File: config.mk
export PLATFORM = sky130hd
export DESIGN_NAME = contour_segment_interpolator
export DESIGN_NICKNAME = d
export VERILOG_FILES = /design/src/rtl/axis_interp.v /design/src/rtl/contour_segment_interpolator.v
export VERILOG_INCLUDE_DIRS = /design/src /design/src/common
export SDC_FILE = /design/constraint.sdc
export NUM_CORES = 2
export LEC_CHECK = 0
export BUFFER_PORTS_ARGS = -buffer_cell sky130_fd_sc_hd__buf_2
export CAP_MARGIN = 20
export CORE_MARGIN = 2
export CORE_UTILIZATION = 30
export DETAILED_ROUTE_END_ITERATION = 12
export PLACE_DENSITY = 0.54
export SYNTH_ARGS = -nofsm -noshare
export SYNTH_HDL_FRONTEND = slang
export SYNTH_SLANG_ARGS = --single-unit
File: constraint.sdc
create_clock -name core_clk_i -period 37.5 [get_ports core_clk_i]
set_input_delay 7.5 -clock core_clk_i [delete_from_list [all_inputs] [get_ports core_clk_i]]
set_output_delay 7.5 -clock core_clk_i [all_outputs]
set_load 0.02 [all_outputs]
File: src/common/contour_consts.vh
// How it works
// - Contour operation is enabled per axis by an axis-select mask; unselected axes keep their other-mode command.
// - A segment lasts two to the power of the interval exponent in ms, the exponent running from 1 to 8.
// - Within a segment each selected axis moves linearly from start to start plus increment, one new point per ms.
// - The next queued segment is taken only after the current interval has fully elapsed, and a complete flag is offered.
// - An interval exponent of zero followed by a zero increment leaves contour operation.
// - With no segment queued the block holds position and emits no new points until data arrives.
// - A malformed segment record is refused and flagged as an error instead of being run.
// - Each increment is signed and limited to plus or minus 32000 counts.
// - The last interval exponent is kept and applied to every later segment.
// - Segments follow one another without limit on count or path length.
`ifndef CONTOUR_CONSTS_VH
`define CONTOUR_CONSTS_VH
`define NUM_AXES 2
`define POS_W 32
`define INC_W 16
`define INC_LIMIT 16'sd32000
`define EXP_MIN 4'h1
`define EXP_MAX 4'h8
`define TICK_NS 1000000
`define CLK_NS 10
`define TICK_CYCLES (`TICK_NS / `CLK_NS)
`define REG_CTRL 4'h0
`define REG_EXP 4'h1
`define REG_INC0 4'h2
`define REG_INC1 4'h3
`define REG_STATUS 4'h4
`define REG_IRQ_STAT 4'h5
`define REG_IRQ_MASK 4'h6
`define REG_POS0 4'h7
`define REG_POS1 4'h8
`define REG_FREE0 4'h9
`define REG_FREE1 4'hA
`define IRQ_DONE 0
`define IRQ_ERR 1
`define IRQ_EXIT 2
`define IRQ_STARVE 3
`define IRQ_W 4
`endif

File: src/rtl/axis_interp.v
`timescale 1ns/1ps
`default_nettype none
`include "contour_consts.vh"
module axis_interp (
   input wire core_clk_i,
   input wire rst_i,
   input wire load_i,
   input wire step_i,
   input wire [3:0] exp_i,
   input wire signed [`INC_W-1:0] inc_i,
   input wire signed [`POS_W-1:0] start_i,
   output reg signed [`POS_W-1:0] pos_o
);
   // ----------------------------------------
   // Linear stepper, exact product then shift each point
   // ----------------------------------------
   reg signed [`POS_W-1:0] base_r;
   reg signed [`INC_W-1:0] inc_r;
   reg [3:0] exp_r;
   reg [8:0] k_r;
   wire [8:0] k_nxt;
   wire signed [`INC_W+9:0] prod;
   wire signed [`INC_W+9:0] quo;

   assign k_nxt = k_r + 9'h001;
   // Exact product then shift: no lost fraction, last point lands on base + inc
   assign prod = inc_r * $signed({1'b0, k_nxt});
   assign quo = prod >>> exp_r;

   // Base captured at load, points follow k/2^n of the increment
   always @(posedge core_clk_i or posedge rst_i) begin
      if (rst_i) begin
         base_r <= 32'sh0;
         inc_r <= 16'sh0;
         exp_r <= 4'h1;
         k_r <= 9'h000;
         pos_o <= 32'sh0;
      end else if (load_i) begin
         base_r <= start_i;
         inc_r <= inc_i;
         exp_r <= exp_i;
         k_r <= 9'h000;
         pos_o <= start_i;
      end else if (step_i) begin
         k_r <= k_nxt;
         pos_o <= base_r + {{(`POS_W-`INC_W-10){quo[`INC_W+9]}}, quo};
      end
   end
endmodule
`default_nettype wire

File: src/rtl/contour_segment_interpolator.v
`timescale 1ns/1ps
`default_nettype none
`include "contour_consts.vh"
module contour_segment_interpolator (
   input wire core_clk_i,
   input wire rst_i,
   input wire [5:0] avs_address_i,
   input wire avs_read_i,
   input wire avs_write_i,
   input wire [31:0] avs_writedata_i,
   input wire [3:0] avs_byteenable_i,
   output reg [31:0] avs_readdata_o,
   output reg avs_waitrequest_o,
   output reg [`NUM_AXES*`POS_W-1:0] cmd_pos_o,
   output reg [`NUM_AXES-1:0] contour_active_o,
   output reg tick_o,
   output reg irq_o
);
   // ----------------------------------------
   // State and registers
   // ----------------------------------------
   localparam [3:0] ST_IDLE = 4'b0001;
   localparam [3:0] ST_WAIT = 4'b0010;
   localparam [3:0] ST_RUN = 4'b0100;
   localparam [3:0] ST_EXITP = 4'b1000;

   reg [3:0] state_r;
   reg [`NUM_AXES-1:0] axis_sel_r;
   reg [3:0] exp_r;
   reg exit_armed_r;
   reg [`INC_W-1:0] inc_r [0:`NUM_AXES-1];
   reg pend_r;
   reg [`POS_W-1:0] free_r [0:`NUM_AXES-1];
   reg [`IRQ_W-1:0] irq_stat_r;
   reg [`IRQ_W-1:0] irq_mask_r;
   reg [31:0] seg_count_r;
   reg [16:0] tick_cnt_r;
   reg [8:0] left_r;
   reg err_r;
   reg ack_r;
   reg [`IRQ_W-1:0] ev;
   reg load;
   reg step;

   wire [3:0] reg_idx;
   wire wr_acc;
   wire rd_acc;
   wire tick;
   wire [`NUM_AXES*`POS_W-1:0] interp_pos;
   wire [8:0] seg_len;
   wire exp_ok;
   wire inc_ok;
   wire [`NUM_AXES-1:0] inc_ok_v;
   wire all_zero;
   wire [`NUM_AXES-1:0] zero_v;

   // Word-aligned byte addressing, index sits above the two lane bits
   assign reg_idx = avs_address_i[5:2];
   assign wr_acc = avs_write_i && avs_waitrequest_o;
   assign rd_acc = avs_read_i && avs_waitrequest_o;
   assign tick = ({15'h0000, tick_cnt_r} == `TICK_CYCLES - 1);
   assign seg_len = 9'h001 << exp_r;
   assign exp_ok = (exp_r >= `EXP_MIN) && (exp_r <= `EXP_MAX);
   assign inc_ok = &inc_ok_v;
   assign all_zero = &zero_v;

   // ----------------------------------------
   // Per-axis datapath
   // ----------------------------------------
   genvar g;
   generate
      for (g = 0; g < `NUM_AXES; g = g + 1) begin : ax
         wire signed [`INC_W-1:0] inc_s;
         assign inc_s = inc_r[g];
         // Range check on every increment, selected axis or not
         assign inc_ok_v[g] = (inc_s <= `INC_LIMIT) && (inc_s >= -`INC_LIMIT);
         assign zero_v[g] = (inc_r[g] == 16'h0000);
         axis_interp u_interp (
            .core_clk_i(core_clk_i),
            .rst_i(rst_i),
            .load_i(load && axis_sel_r[g]),
            .step_i(step && axis_sel_r[g]),
            .exp_i(exp_r),
            .inc_i(inc_s),
            .start_i(cmd_pos_o[g*`POS_W +: `POS_W]),
            .pos_o(interp_pos[g*`POS_W +: `POS_W])
         );
         // Unselected axes pass the free-mode command straight through
         always @(posedge core_clk_i or posedge rst_i) begin
            if (rst_i) begin
               cmd_pos_o[g*`POS_W +: `POS_W] <= 32'h00000000;
               contour_active_o[g] <= 1'b0;
            end else begin
               contour_active_o[g] <= axis_sel_r[g] && (state_r != ST_IDLE);
               if (axis_sel_r[g] && (state_r != ST_IDLE))
                  cmd_pos_o[g*`POS_W +: `POS_W] <= interp_pos[g*`POS_W +: `POS_W];
               else
                  cmd_pos_o[g*`POS_W +: `POS_W] <= free_r[g];
            end
         end
      end
   endgenerate

   // ----------------------------------------
   // Sequencer
   // ----------------------------------------
   // Next-state decisions and one-cycle event flags
   always @* begin
      ev = {`IRQ_W{1'b0}};
      load = 1'b0;
      step = 1'b0;
      case (state_r)
         ST_IDLE: begin
         end
         ST_WAIT: begin
            // Segment taken only once the previous interval ran out
            if (pend_r && !exit_armed_r && exp_ok && inc_ok)
               load = 1'b1;
         end
         ST_RUN: begin
            step = tick;
            if (tick && left_r == 9'h001)
               ev[`IRQ_DONE] = 1'b1;
         end
         ST_EXITP: begin
         end
         default: begin
         end
      endcase
   end

   always @(posedge core_clk_i or posedge rst_i) begin
      if (rst_i) begin
         state_r <= ST_IDLE;
         left_r <= 9'h000;
         seg_count_r <= 32'h00000000;
         tick_cnt_r <= 17'h00000;
         tick_o <= 1'b0;
      end else begin
         tick_cnt_r <= tick ? 17'h00000 : tick_cnt_r + 17'h00001;
         tick_o <= tick && (state_r == ST_RUN);
         case (state_r)
            ST_IDLE: begin
               if (wr_acc && reg_idx == `REG_CTRL && avs_writedata_i[`NUM_AXES-1:0] != {`NUM_AXES{1'b0}})
                  state_r <= ST_WAIT;
            end
            ST_WAIT: begin
               // Stays here with contour positions frozen while starved
               if (load) begin
                  state_r <= ST_RUN;
                  left_r <= seg_len;
                  seg_count_r <= seg_count_r + 32'h00000001;
               end else if (pend_r && exit_armed_r && all_zero)
                  state_r <= ST_EXITP;
            end
            ST_RUN: begin
               if (tick) begin
                  left_r <= left_r - 9'h001;
                  if (left_r == 9'h001)
                     state_r <= ST_WAIT;
               end
            end
            ST_EXITP: state_r <= ST_IDLE;
            default: state_r <= ST_IDLE;
         endcase
      end
   end

   // ----------------------------------------
   // Segment intake and error check
   // ----------------------------------------
   // Exit needs exponent 0 first, then a zero increment record
   always @(posedge core_clk_i or posedge rst_i) begin
      if (rst_i) begin
         pend_r <= 1'b0;
         exp_r <= `EXP_MIN;
         exit_armed_r <= 1'b0;
         err_r <= 1'b0;
      end else begin
         err_r <= 1'b0;
         if (load || state_r == ST_EXITP)
            pend_r <= 1'b0;
         else if (state_r == ST_WAIT && pend_r && !all_zero && (exit_armed_r || !inc_ok)) begin
            pend_r <= 1'b0;
            err_r <= 1'b1;
         end
         if (wr_acc && reg_idx == `REG_EXP) begin
            if (avs_writedata_i[3:0] == 4'h0) begin
               // Zero only arms the exit while contouring, idle keeps the old exponent
               if (state_r != ST_IDLE)
                  exit_armed_r <= 1'b1;
            end else if (avs_writedata_i[31:4] == 28'h0 && avs_writedata_i[3:0] <= `EXP_MAX) begin
               exp_r <= avs_writedata_i[3:0];
               exit_armed_r <= 1'b0;
            end else
               err_r <= 1'b1;
         end
         if (state_r == ST_EXITP)
            exit_armed_r <= 1'b0;
         // Last increment word written commits the record
         if (wr_acc && reg_idx == `REG_INC1 && state_r != ST_IDLE) begin
            if (pend_r)
               err_r <= 1'b1;
            else
               pend_r <= 1'b1;
         end
      end
   end

   // ----------------------------------------
   // Register writes and interrupt
   // ----------------------------------------
   always @(posedge core_clk_i or posedge rst_i) begin
      if (rst_i) begin
         axis_sel_r <= {`NUM_AXES{1'b0}};
         irq_stat_r <= {`IRQ_W{1'b0}};
         irq_mask_r <= {`IRQ_W{1'b0}};
         inc_r[0] <= 16'h0000;
         inc_r[1] <= 16'h0000;
         free_r[0] <= 32'h00000000;
         free_r[1] <= 32'h00000000;
         irq_o <= 1'b0;
      end else begin
         // Axis set is fixed while contouring to keep axes consistent
         if (wr_acc && reg_idx == `REG_CTRL && state_r == ST_IDLE)
            axis_sel_r <= avs_writedata_i[`NUM_AXES-1:0];
         if (wr_acc && reg_idx == `REG_INC0 && !pend_r)
            inc_r[0] <= avs_writedata_i[`INC_W-1:0];
         if (wr_acc && reg_idx == `REG_INC1 && !pend_r)
            inc_r[1] <= avs_writedata_i[`INC_W-1:0];
         if (wr_acc && reg_idx == `REG_FREE0)
            free_r[0] <= avs_writedata_i;
         if (wr_acc && reg_idx == `REG_FREE1)
            free_r[1] <= avs_writedata_i;
         if (wr_acc && reg_idx == `REG_IRQ_MASK)
            irq_mask_r <= avs_writedata_i[`IRQ_W-1:0];
         // Set wins over write-one-to-clear in the same cycle
         irq_stat_r <= (irq_stat_r & ~((wr_acc && reg_idx == `REG_IRQ_STAT) ?
                       avs_writedata_i[`IRQ_W-1:0] : {`IRQ_W{1'b0}}))
                       | ev | {state_r == ST_WAIT && !pend_r, state_r == ST_EXITP, err_r, 1'b0};
         irq_o <= |(irq_stat_r & irq_mask_r);
      end
   end

   // ----------------------------------------
   // Avalon slave, one wait cycle per access
   // ----------------------------------------
   always @(posedge core_clk_i or posedge rst_i) begin
      if (rst_i) begin
         avs_waitrequest_o <= 1'b1;
         avs_readdata_o <= 32'h00000000;
         ack_r <= 1'b0;
      end else begin
         ack_r <= 1'b0;
         avs_waitrequest_o <= 1'b1;
         if ((avs_read_i || avs_write_i) && avs_waitrequest_o && !ack_r) begin
            avs_waitrequest_o <= 1'b0;
            ack_r <= 1'b1;
         end
         if (rd_acc && !ack_r) begin
            case (reg_idx)
               `REG_CTRL: avs_readdata_o <= {30'h0, axis_sel_r};
               `REG_EXP: avs_readdata_o <= {27'h0, exit_armed_r, exp_r};
               `REG_INC0: avs_readdata_o <= {{16{inc_r[0][15]}}, inc_r[0]};
               `REG_INC1: avs_readdata_o <= {{16{inc_r[1][15]}}, inc_r[1]};
               `REG_STATUS: avs_readdata_o <= {seg_count_r[23:0], pend_r, 3'h0, state_r};
               `REG_IRQ_STAT: avs_readdata_o <= {28'h0, irq_stat_r};
               `REG_IRQ_MASK: avs_readdata_o <= {28'h0, irq_mask_r};
               `REG_POS0: avs_readdata_o <= cmd_pos_o[31:0];
               `REG_POS1: avs_readdata_o <= cmd_pos_o[63:32];
               `REG_FREE0: avs_readdata_o <= free_r[0];
               `REG_FREE1: avs_readdata_o <= free_r[1];
               default: avs_readdata_o <= 32'h00000000;
            endcase
         end
      end
   end
endmodule
`default_nettype wire

# After elaboration in Yosys (flattened, before gate mapping)

Index checks and enable logic that the tools add are counted.

Bits in registers: 463
Bits in latches: 0
Memory bits (writable): 0
Memory bits (read-only): 0
Input port bits: 46
Output and inout port bits: 101
Logic and storage cells: 193
Memories kept: 0

Add/subtract/negate cells: 7
Multipliers: 2
Div/mod/pow operators: 0
Magnitude comparators: 7
Equality and inequality tests: 23
Shifts and indexed selects: 3
Muxes and demuxes: 45
Bitwise logic cells: 6
Reduce and logical (&&, ||, !) cells: 66

Operator list:

| operator                                                        | count |
|---|---|
| 32-bit one-hot mux with 11 select lines                         | 1 |
| 32-bit two-way mux                                              | 6 |
| 32-bit adder                                                    | 2 |
| 9-bit two-way mux                                               | 6 |
| 16-bit by 10-bit multiplier with 26-bit output                  | 2 |
| 26-bit by 4-bit >>> shifter with 26-bit output                  | 2 |
| 1-bit logical AND                                               | 39 |
| 32-bit by 1-bit adder with 32-bit output, second input constant | 1 |
| 16-bit greater-or-equal comparator, second input constant       | 2 |
| 16-bit less-or-equal comparator, second input constant          | 2 |
| 16-bit logical NOT                                              | 2 |
| 28-bit logical NOT                                              | 1 |
| 4-bit two-way mux                                               | 6 |
| 1-bit two-way mux                                               | 23 |
| 4-bit by 3-bit == test with 1-bit output, second input constant | 5 |
| 9-bit by 1-bit adder with 9-bit output, second input constant   | 2 |
| 9-bit one-hot mux with 2 select lines                           | 1 |
| 17-bit by 1-bit adder with 17-bit output, second input constant | 1 |
| 17-bit == test, second input constant                           | 1 |
| 17-bit two-way mux                                              | 1 |
| 4-bit == test, second input constant                            | 4 |
| 4-bit by 2-bit == test with 1-bit output, second input constant | 3 |
| 4-bit one-hot mux with 3 select lines                           | 1 |
| 2-bit nonzero test                                              | 5 |
| 23 further kinds                                                | 40 |

# Longest topological paths before layout

Word-level depth: 13
Mapped depth: 42
Mapped depth without buffers: 40

# Cells and area by module

Synthesis repeated with hierarchy kept, for this count alone.

Cell total of the unflattened synthesis: 3745
Area total of the unflattened synthesis: 36885.4 sq um

Modules (own cells, without submodules):

| module                       | instances | cells each | area each (sq um) | sequential area each (sq um) |
|---|---|---|---|---|
| axis_interp (ax[0].u_interp) | 1         | 1379       | 12371.9           | 2328.5 |
| contour_segment_interpolator | 1         | 995        | 12331.8           | 6735.2 |
| axis_interp (ax[1].u_interp) | 1         | 1371       | 12181.7           | 2328.5 |

# Worst setup path after synthesis

OpenSTA, ideal clock, no wires.

Path type: register to register
Start point: register ax[0].u_interp.k_r[0]
End point: register ax[0].u_interp.pos_o[31]
Setup time: 0.127 ns
Arrival: 9.490 ns
Required time: 37.373 ns
Setup slack: 27.883 ns
Stages on the path, launching flop included: 41
Path buffers: 3
Period minus slack after synthesis: 9.617 ns
Cell sequence: dfrtp_1 -> clkbuf_1 -> nand2_1 -> nor2_1 -> nand3_1 -> xor2_1 -> clkbuf_1 -> nor2b_1 -> ha_1 -> inv_1 -> fa_1 -> inv_1 -> fa_1 -> fa_1 -> inv_1 -> fa_1 -> inv_1 -> ha_1 -> [... 5 more ...] -> o21ai_1 -> xnor2_1 -> mux4_2 -> mux2_2 -> nand2_1 -> o21ai_0 -> ha_1 -> and3_1 -> a22o_1 -> o41a_1 -> a221oi_2 -> a2bb2oi_2 -> o21ai_1 -> a221o_1 -> a221oi_2 -> xnor3_1 -> nand2_1 -> a31oi_1

Cells in the longest elaborated chain, start to end: 6

RTL lines:

| element                                        | RTL line         | text |
|---|---|---|
| start: declaration                             | axis_interp.v:20 | `reg [8:0] k_r;` |
| start signal: assignment                       | axis_interp.v:45 | `k_r <= k_nxt;` |
| 9-bit by 1-bit adder with 9-bit output         | axis_interp.v:25 | `assign k_nxt = k_r + 9'h001;` |
| 16-bit by 10-bit multiplier with 26-bit output | axis_interp.v:27 | `assign prod = inc_r * $signed({1'b0, k_nxt});` |
| 26-bit by 4-bit >>> shifter with 26-bit output | axis_interp.v:28 | `assign quo = prod >>> exp_r;` |
| 32-bit adder                                   | axis_interp.v:46 | `` pos_o <= base_r + {{(`POS_W-`INC_W-10){quo[`INC_W+9]}}, quo}; `` |
| 32-bit two-way mux                             | axis_interp.v:44 | `end else if (step_i) begin` |
| 32-bit two-way mux                             | axis_interp.v:38 | `end else if (load_i) begin` |
| end signal: assignment                         | axis_interp.v:43 | `pos_o <= start_i;` |
| end signal: assignment                         | axis_interp.v:46 |  |
| end: declaration                               | axis_interp.v:12 | `` output reg signed [`POS_W-1:0] pos_o `` |

No other way between the ends. The select of a mux whose other input is x is not followed.
A chain may end at the register's enable or synchronous reset.

# Worst setup path after layout

Start point: register ax[0].u_interp.k_r[0]
End point: register ax[0].u_interp.pos_o[30]

Same word-level chain as after synthesis.

==> metrics <==
post-synthesis register bit count=455; total number of vias=28700; drt via density=5.07; Power Dens Cells=50.2 mW/mm2; critical path's slowest cell=xor2_2; Initial Util=a little over 30%; R2R Setup Slk=26.16 ns; Post-CTS Hold Buffers=0; Synth Net Count=4467; largest net degree at the start of global routing=135; met2 GRT Util=between 20 and 30%; Num CTS Buffers=52; Largest stage delay, worst path=0.80 ns; slew margin rel.=24.8%; post-layout power=2.01 mW; CP required=37.98 ns; Max Fclk=88.2 MHz; Synth Instances=3991; total wire length=approximately 110000 um; DR iter-0 viols=2343; cell mode on critical path=fa_1; drt drc=0; Seq/Total Area, Yosys=a little under a third; final-stage net count=between 4000 and 5000; Ports=147; Min Clock Period, post-route=11.34 ns; peak supply drop=just over 50 uV; met1 usage=24.9%; Synth-to-Final Area Change=11.5%; clk slew on worst S/H paths=roughly 0.06 ns; Root Driver=clkbuf_16; Worst-Margin Slew=1.13 ns; reg2reg start=ax[0].u_interp.k_r[0]$_DFFE_PP0P_; WHS Path Cells=1; Final Cell Area=roughly 0.04 mm2; Max Root-Sink Buffers=3; setup TNS=0 ns; CTS-repair resized insts=0; HP Start=err_r$_DFF_PP0_; syn avg cell area=9.01 um2; share of cells above drive strength 1=11.5%; fraction of registers with async set/reset=between 90% and 100%; Max Transition Viols Final=0; Die H=350 um; setup repair after global routing missed its margin=false; post-route ant nets=0; Final period util=30.2%; core area=0.118 mm2; setup repair bufs after CTS=0; antenna violations before repair=26; vias in the first global route=28800; H-tree lvl count=2; post-detail-place hpwl=83100 um; CTS tree=built; WP data arrival=between 10 and 15 ns; fillers=12300; Worst R2R End=ax[0].u_interp.pos_o[30]$_DFFE_PP0P_; hold path endpoint=irq_stat_r[1]$_DFF_PP0_; RD Place Congestion=0.891; max_cap viols=0; Critical Path End Type=flip-flop; Total GRT Usage=17.9%; Die Width=350 um; CP Launch Type=flip-flop; synthesized area=around 0.036 mm2; Post-synth EDFFs=0; outcome=finished, final reports clean; wire per inst=19.2 um; first-pass GRT wire length=approximately 170000 um; hold slack=0.427 ns; TritonRoute pass-1 iters=9; DP Area=~0.038 mm2; Distinct cells, synth=92; worst-path maximum fanout=21; GRT met3 Usage=5.18%; Site Rows=126; reg2reg path depth=38; Leakage=20.1 nW; Port Buffers=140; Die ar.=0.123 mm2; total clock sinks=between 400 and 500; synth warn=0; final hold vios=0; worst hold path type=flip-flop to flip-flop; Congestion Overflow GR=0; top_reg_cell synth=dfrtp_1; clock skew=around 0.033 ns; Setup CP Type=flip-flop to flip-flop; Setup Viol. Count Final=0; gr busiest metal=met2; Clock Latency Late Sink=roughly 0.62 ns
-- metrics by stage --
stage,setup slack [ns],util (%),std cells
finish,26.16,33.8,5671
global route,25.34,33.8,5670
CTS,26.23,33.8,5666
detailed placement,26.32,32.3,5573
global placement,26.29,32.3,5572
floorplan,17.32,-,3991
-- where the power goes --
group	switching (mW)	internal, mW	total, mW
Clock	0.219	0.301	0.520
Sequential	0.191	0.626	0.817
Combinational	0.416	0.261	0.676
Total	0.825	1.19	2.01
-- flip-flops by register name, summed over array words and instances (netlist names), 2 cells and up --
signal and flops:
ax.u_interp.base_r 64, axis_sel_r 2, exp_r 4, cmd_pos_o 64
irq_stat_r 4, avs_readdata_o 32, seg_count_r 24, ax.u_interp.k_r 18
ax.u_interp.exp_r 8, irq_mask_r 4, left_r 9, free_r 64
ax.inc_s 32, ax.u_interp.inc_r 32, tick_cnt_r 17, contour_active_o 2
state_r 4, ax.u_interp.pos_o 64
-- synthesized netlist by cell type (all sizes together) (47+ instances only) --
cell type / number / area [um2]
nor2b: 82 / 513
and2: 97 / 612
buf: 49 / 228
fa: 246 / 4920
mux2: 127 / 1430
nand2: 815 / 3070
a22oi: 55 / 413
xnor2: 108 / 953
nor2: 191 / 724
dfrtp: 450 / 11300
nand2b: 47 / 294
a21o: 55 / 413
ha: 184 / 2300
o21ai: 143 / 716
mux2i: 53 / 531
nor3: 50 / 273
a211oi: 49 / 368
a31oi: 48 / 300
clkbuf: 156 / 588
a21oi: 156 / 781
nand3: 95 / 488
inv: 347 / 1300
-- worst max-delay path by stage --
stage,startpoint,to,slack (ns),depth (start not counted)
final,ax[0].u_interp.k_r[0]$_DFFE_PP0P_,ax[0].u_interp.pos_o[30]$_DFFE_PP0P_,26.16,38
after global routing,ax[0].u_interp.k_r[0]$_DFFE_PP0P_,ax[0].u_interp.pos_o[30]$_DFFE_PP0P_,25.34,38
after CTS,ax[0].u_interp.k_r[0]$_DFFE_PP0P_,ax[0].u_interp.pos_o[30]$_DFFE_PP0P_,26.23,38
after detailed placement,ax[0].u_interp.k_r[0]$_DFFE_PP0P_,ax[0].u_interp.pos_o[30]$_DFFE_PP0P_,26.32,38
after global placement,ax[0].u_interp.k_r[0]$_DFFE_PP0P_,ax[0].u_interp.pos_o[30]$_DFFE_PP0P_,26.29,38
after floorplan,rst_i,ack_r$_DFF_PP0_,17.32,1
-- critical path, delay by kind of cell, from the launching register on --
family	cells	cell delay [ns]
XOR/XNOR	2	1.00
buffers and inverters	4	0.21
adder cells (fa/ha/maj)	8	3.55
multiplexers	2	0.71
AO/OA/AOI/OAI	14	3.72
flip-flops	1	0.74
AND/OR/NAND/NOR	8	1.26
-- area by class of cell --
cell class	count	area, um2	area share (%)
Multi-Input combinational cell	2981	22500	56.2
Inverter	350	1320	3.30
Clock inverter	20	243	0.606
Clock buffer	73	1470	3.67
Sequential cell	455	11400	28.4
Tap cell	1600	2000	5.00
Antenna cell	2	5.00	0.0125
Timing Repair Buffer	190	1130	2.82
-- cell families (layout without fill, tap and decap cells) --
| group | count (synthesis) | in the layout | synth area share, % |
|---|---|---|---|
| AO/OA/AOI/OAI | 727 | 727 | 13.6 |
| XOR/XNOR | 154 | 154 | 3.81 |
| adder cells (fa/ha/maj) | 430 | 430 | 20.1 |
| buffers and inverters | 555 | 633 | 5.92 |
| flip-flops | 455 | 455 | 31.7 |
| multiplexers | 191 | 191 | 6.15 |
| other | 0 | 2 | 0 |
| AND/OR/NAND/NOR | 1479 | 1479 | 18.7 |
-- cell usage in the layout (no fill, tap or decap), types with 26 or more instances in the layout --
| cell type | Yosys | routed |
|---|---|---|
| nor3_1 | 48 | 41 |
| mux2i_1 | 53 | 53 |
| fa_1 | 246 | 246 |
| nand2_1 | 813 | 811 |
| o21ai_0 | 136 | 136 |
| dfrtp_1 | 450 | 450 |
| a222oi_1 | 26 | 26 |
| mux2_2 | 127 | 127 |
| clkbuf_16 | 0 | 52 |
| a22oi_1 | 55 | 55 |
| a21o_1 | 55 | 55 |
| buf_2 | 20 | 141 |
| a21oi_1 | 156 | 155 |
| a211oi_1 | 49 | 49 |
| ha_1 | 184 | 184 |
| a22o_1 | 43 | 43 |
| nor2b_1 | 82 | 82 |
| nor2_1 | 190 | 187 |
| xnor2_1 | 107 | 106 |
| and2_1 | 94 | 92 |
| nand3_1 | 94 | 94 |
| inv_1 | 346 | 345 |
| a31oi_1 | 48 | 48 |
| xor2_1 | 45 | 44 |
| nand2b_1 | 47 | 47 |
| buf_4 | 5 | 45 |
-- routing by layer --
| layer | share of wire (%) | vias up |
|---|---|---|
| met5 | 0.18 | - |
| met4 | 1.9 | 34 |
| met3 | 8.0 | 150 |
| met2 | 44 | 715 |
| met1 | 46 | 14300 |
| li1 | - | 13500 |
Power figures use the tool's default switching activity.
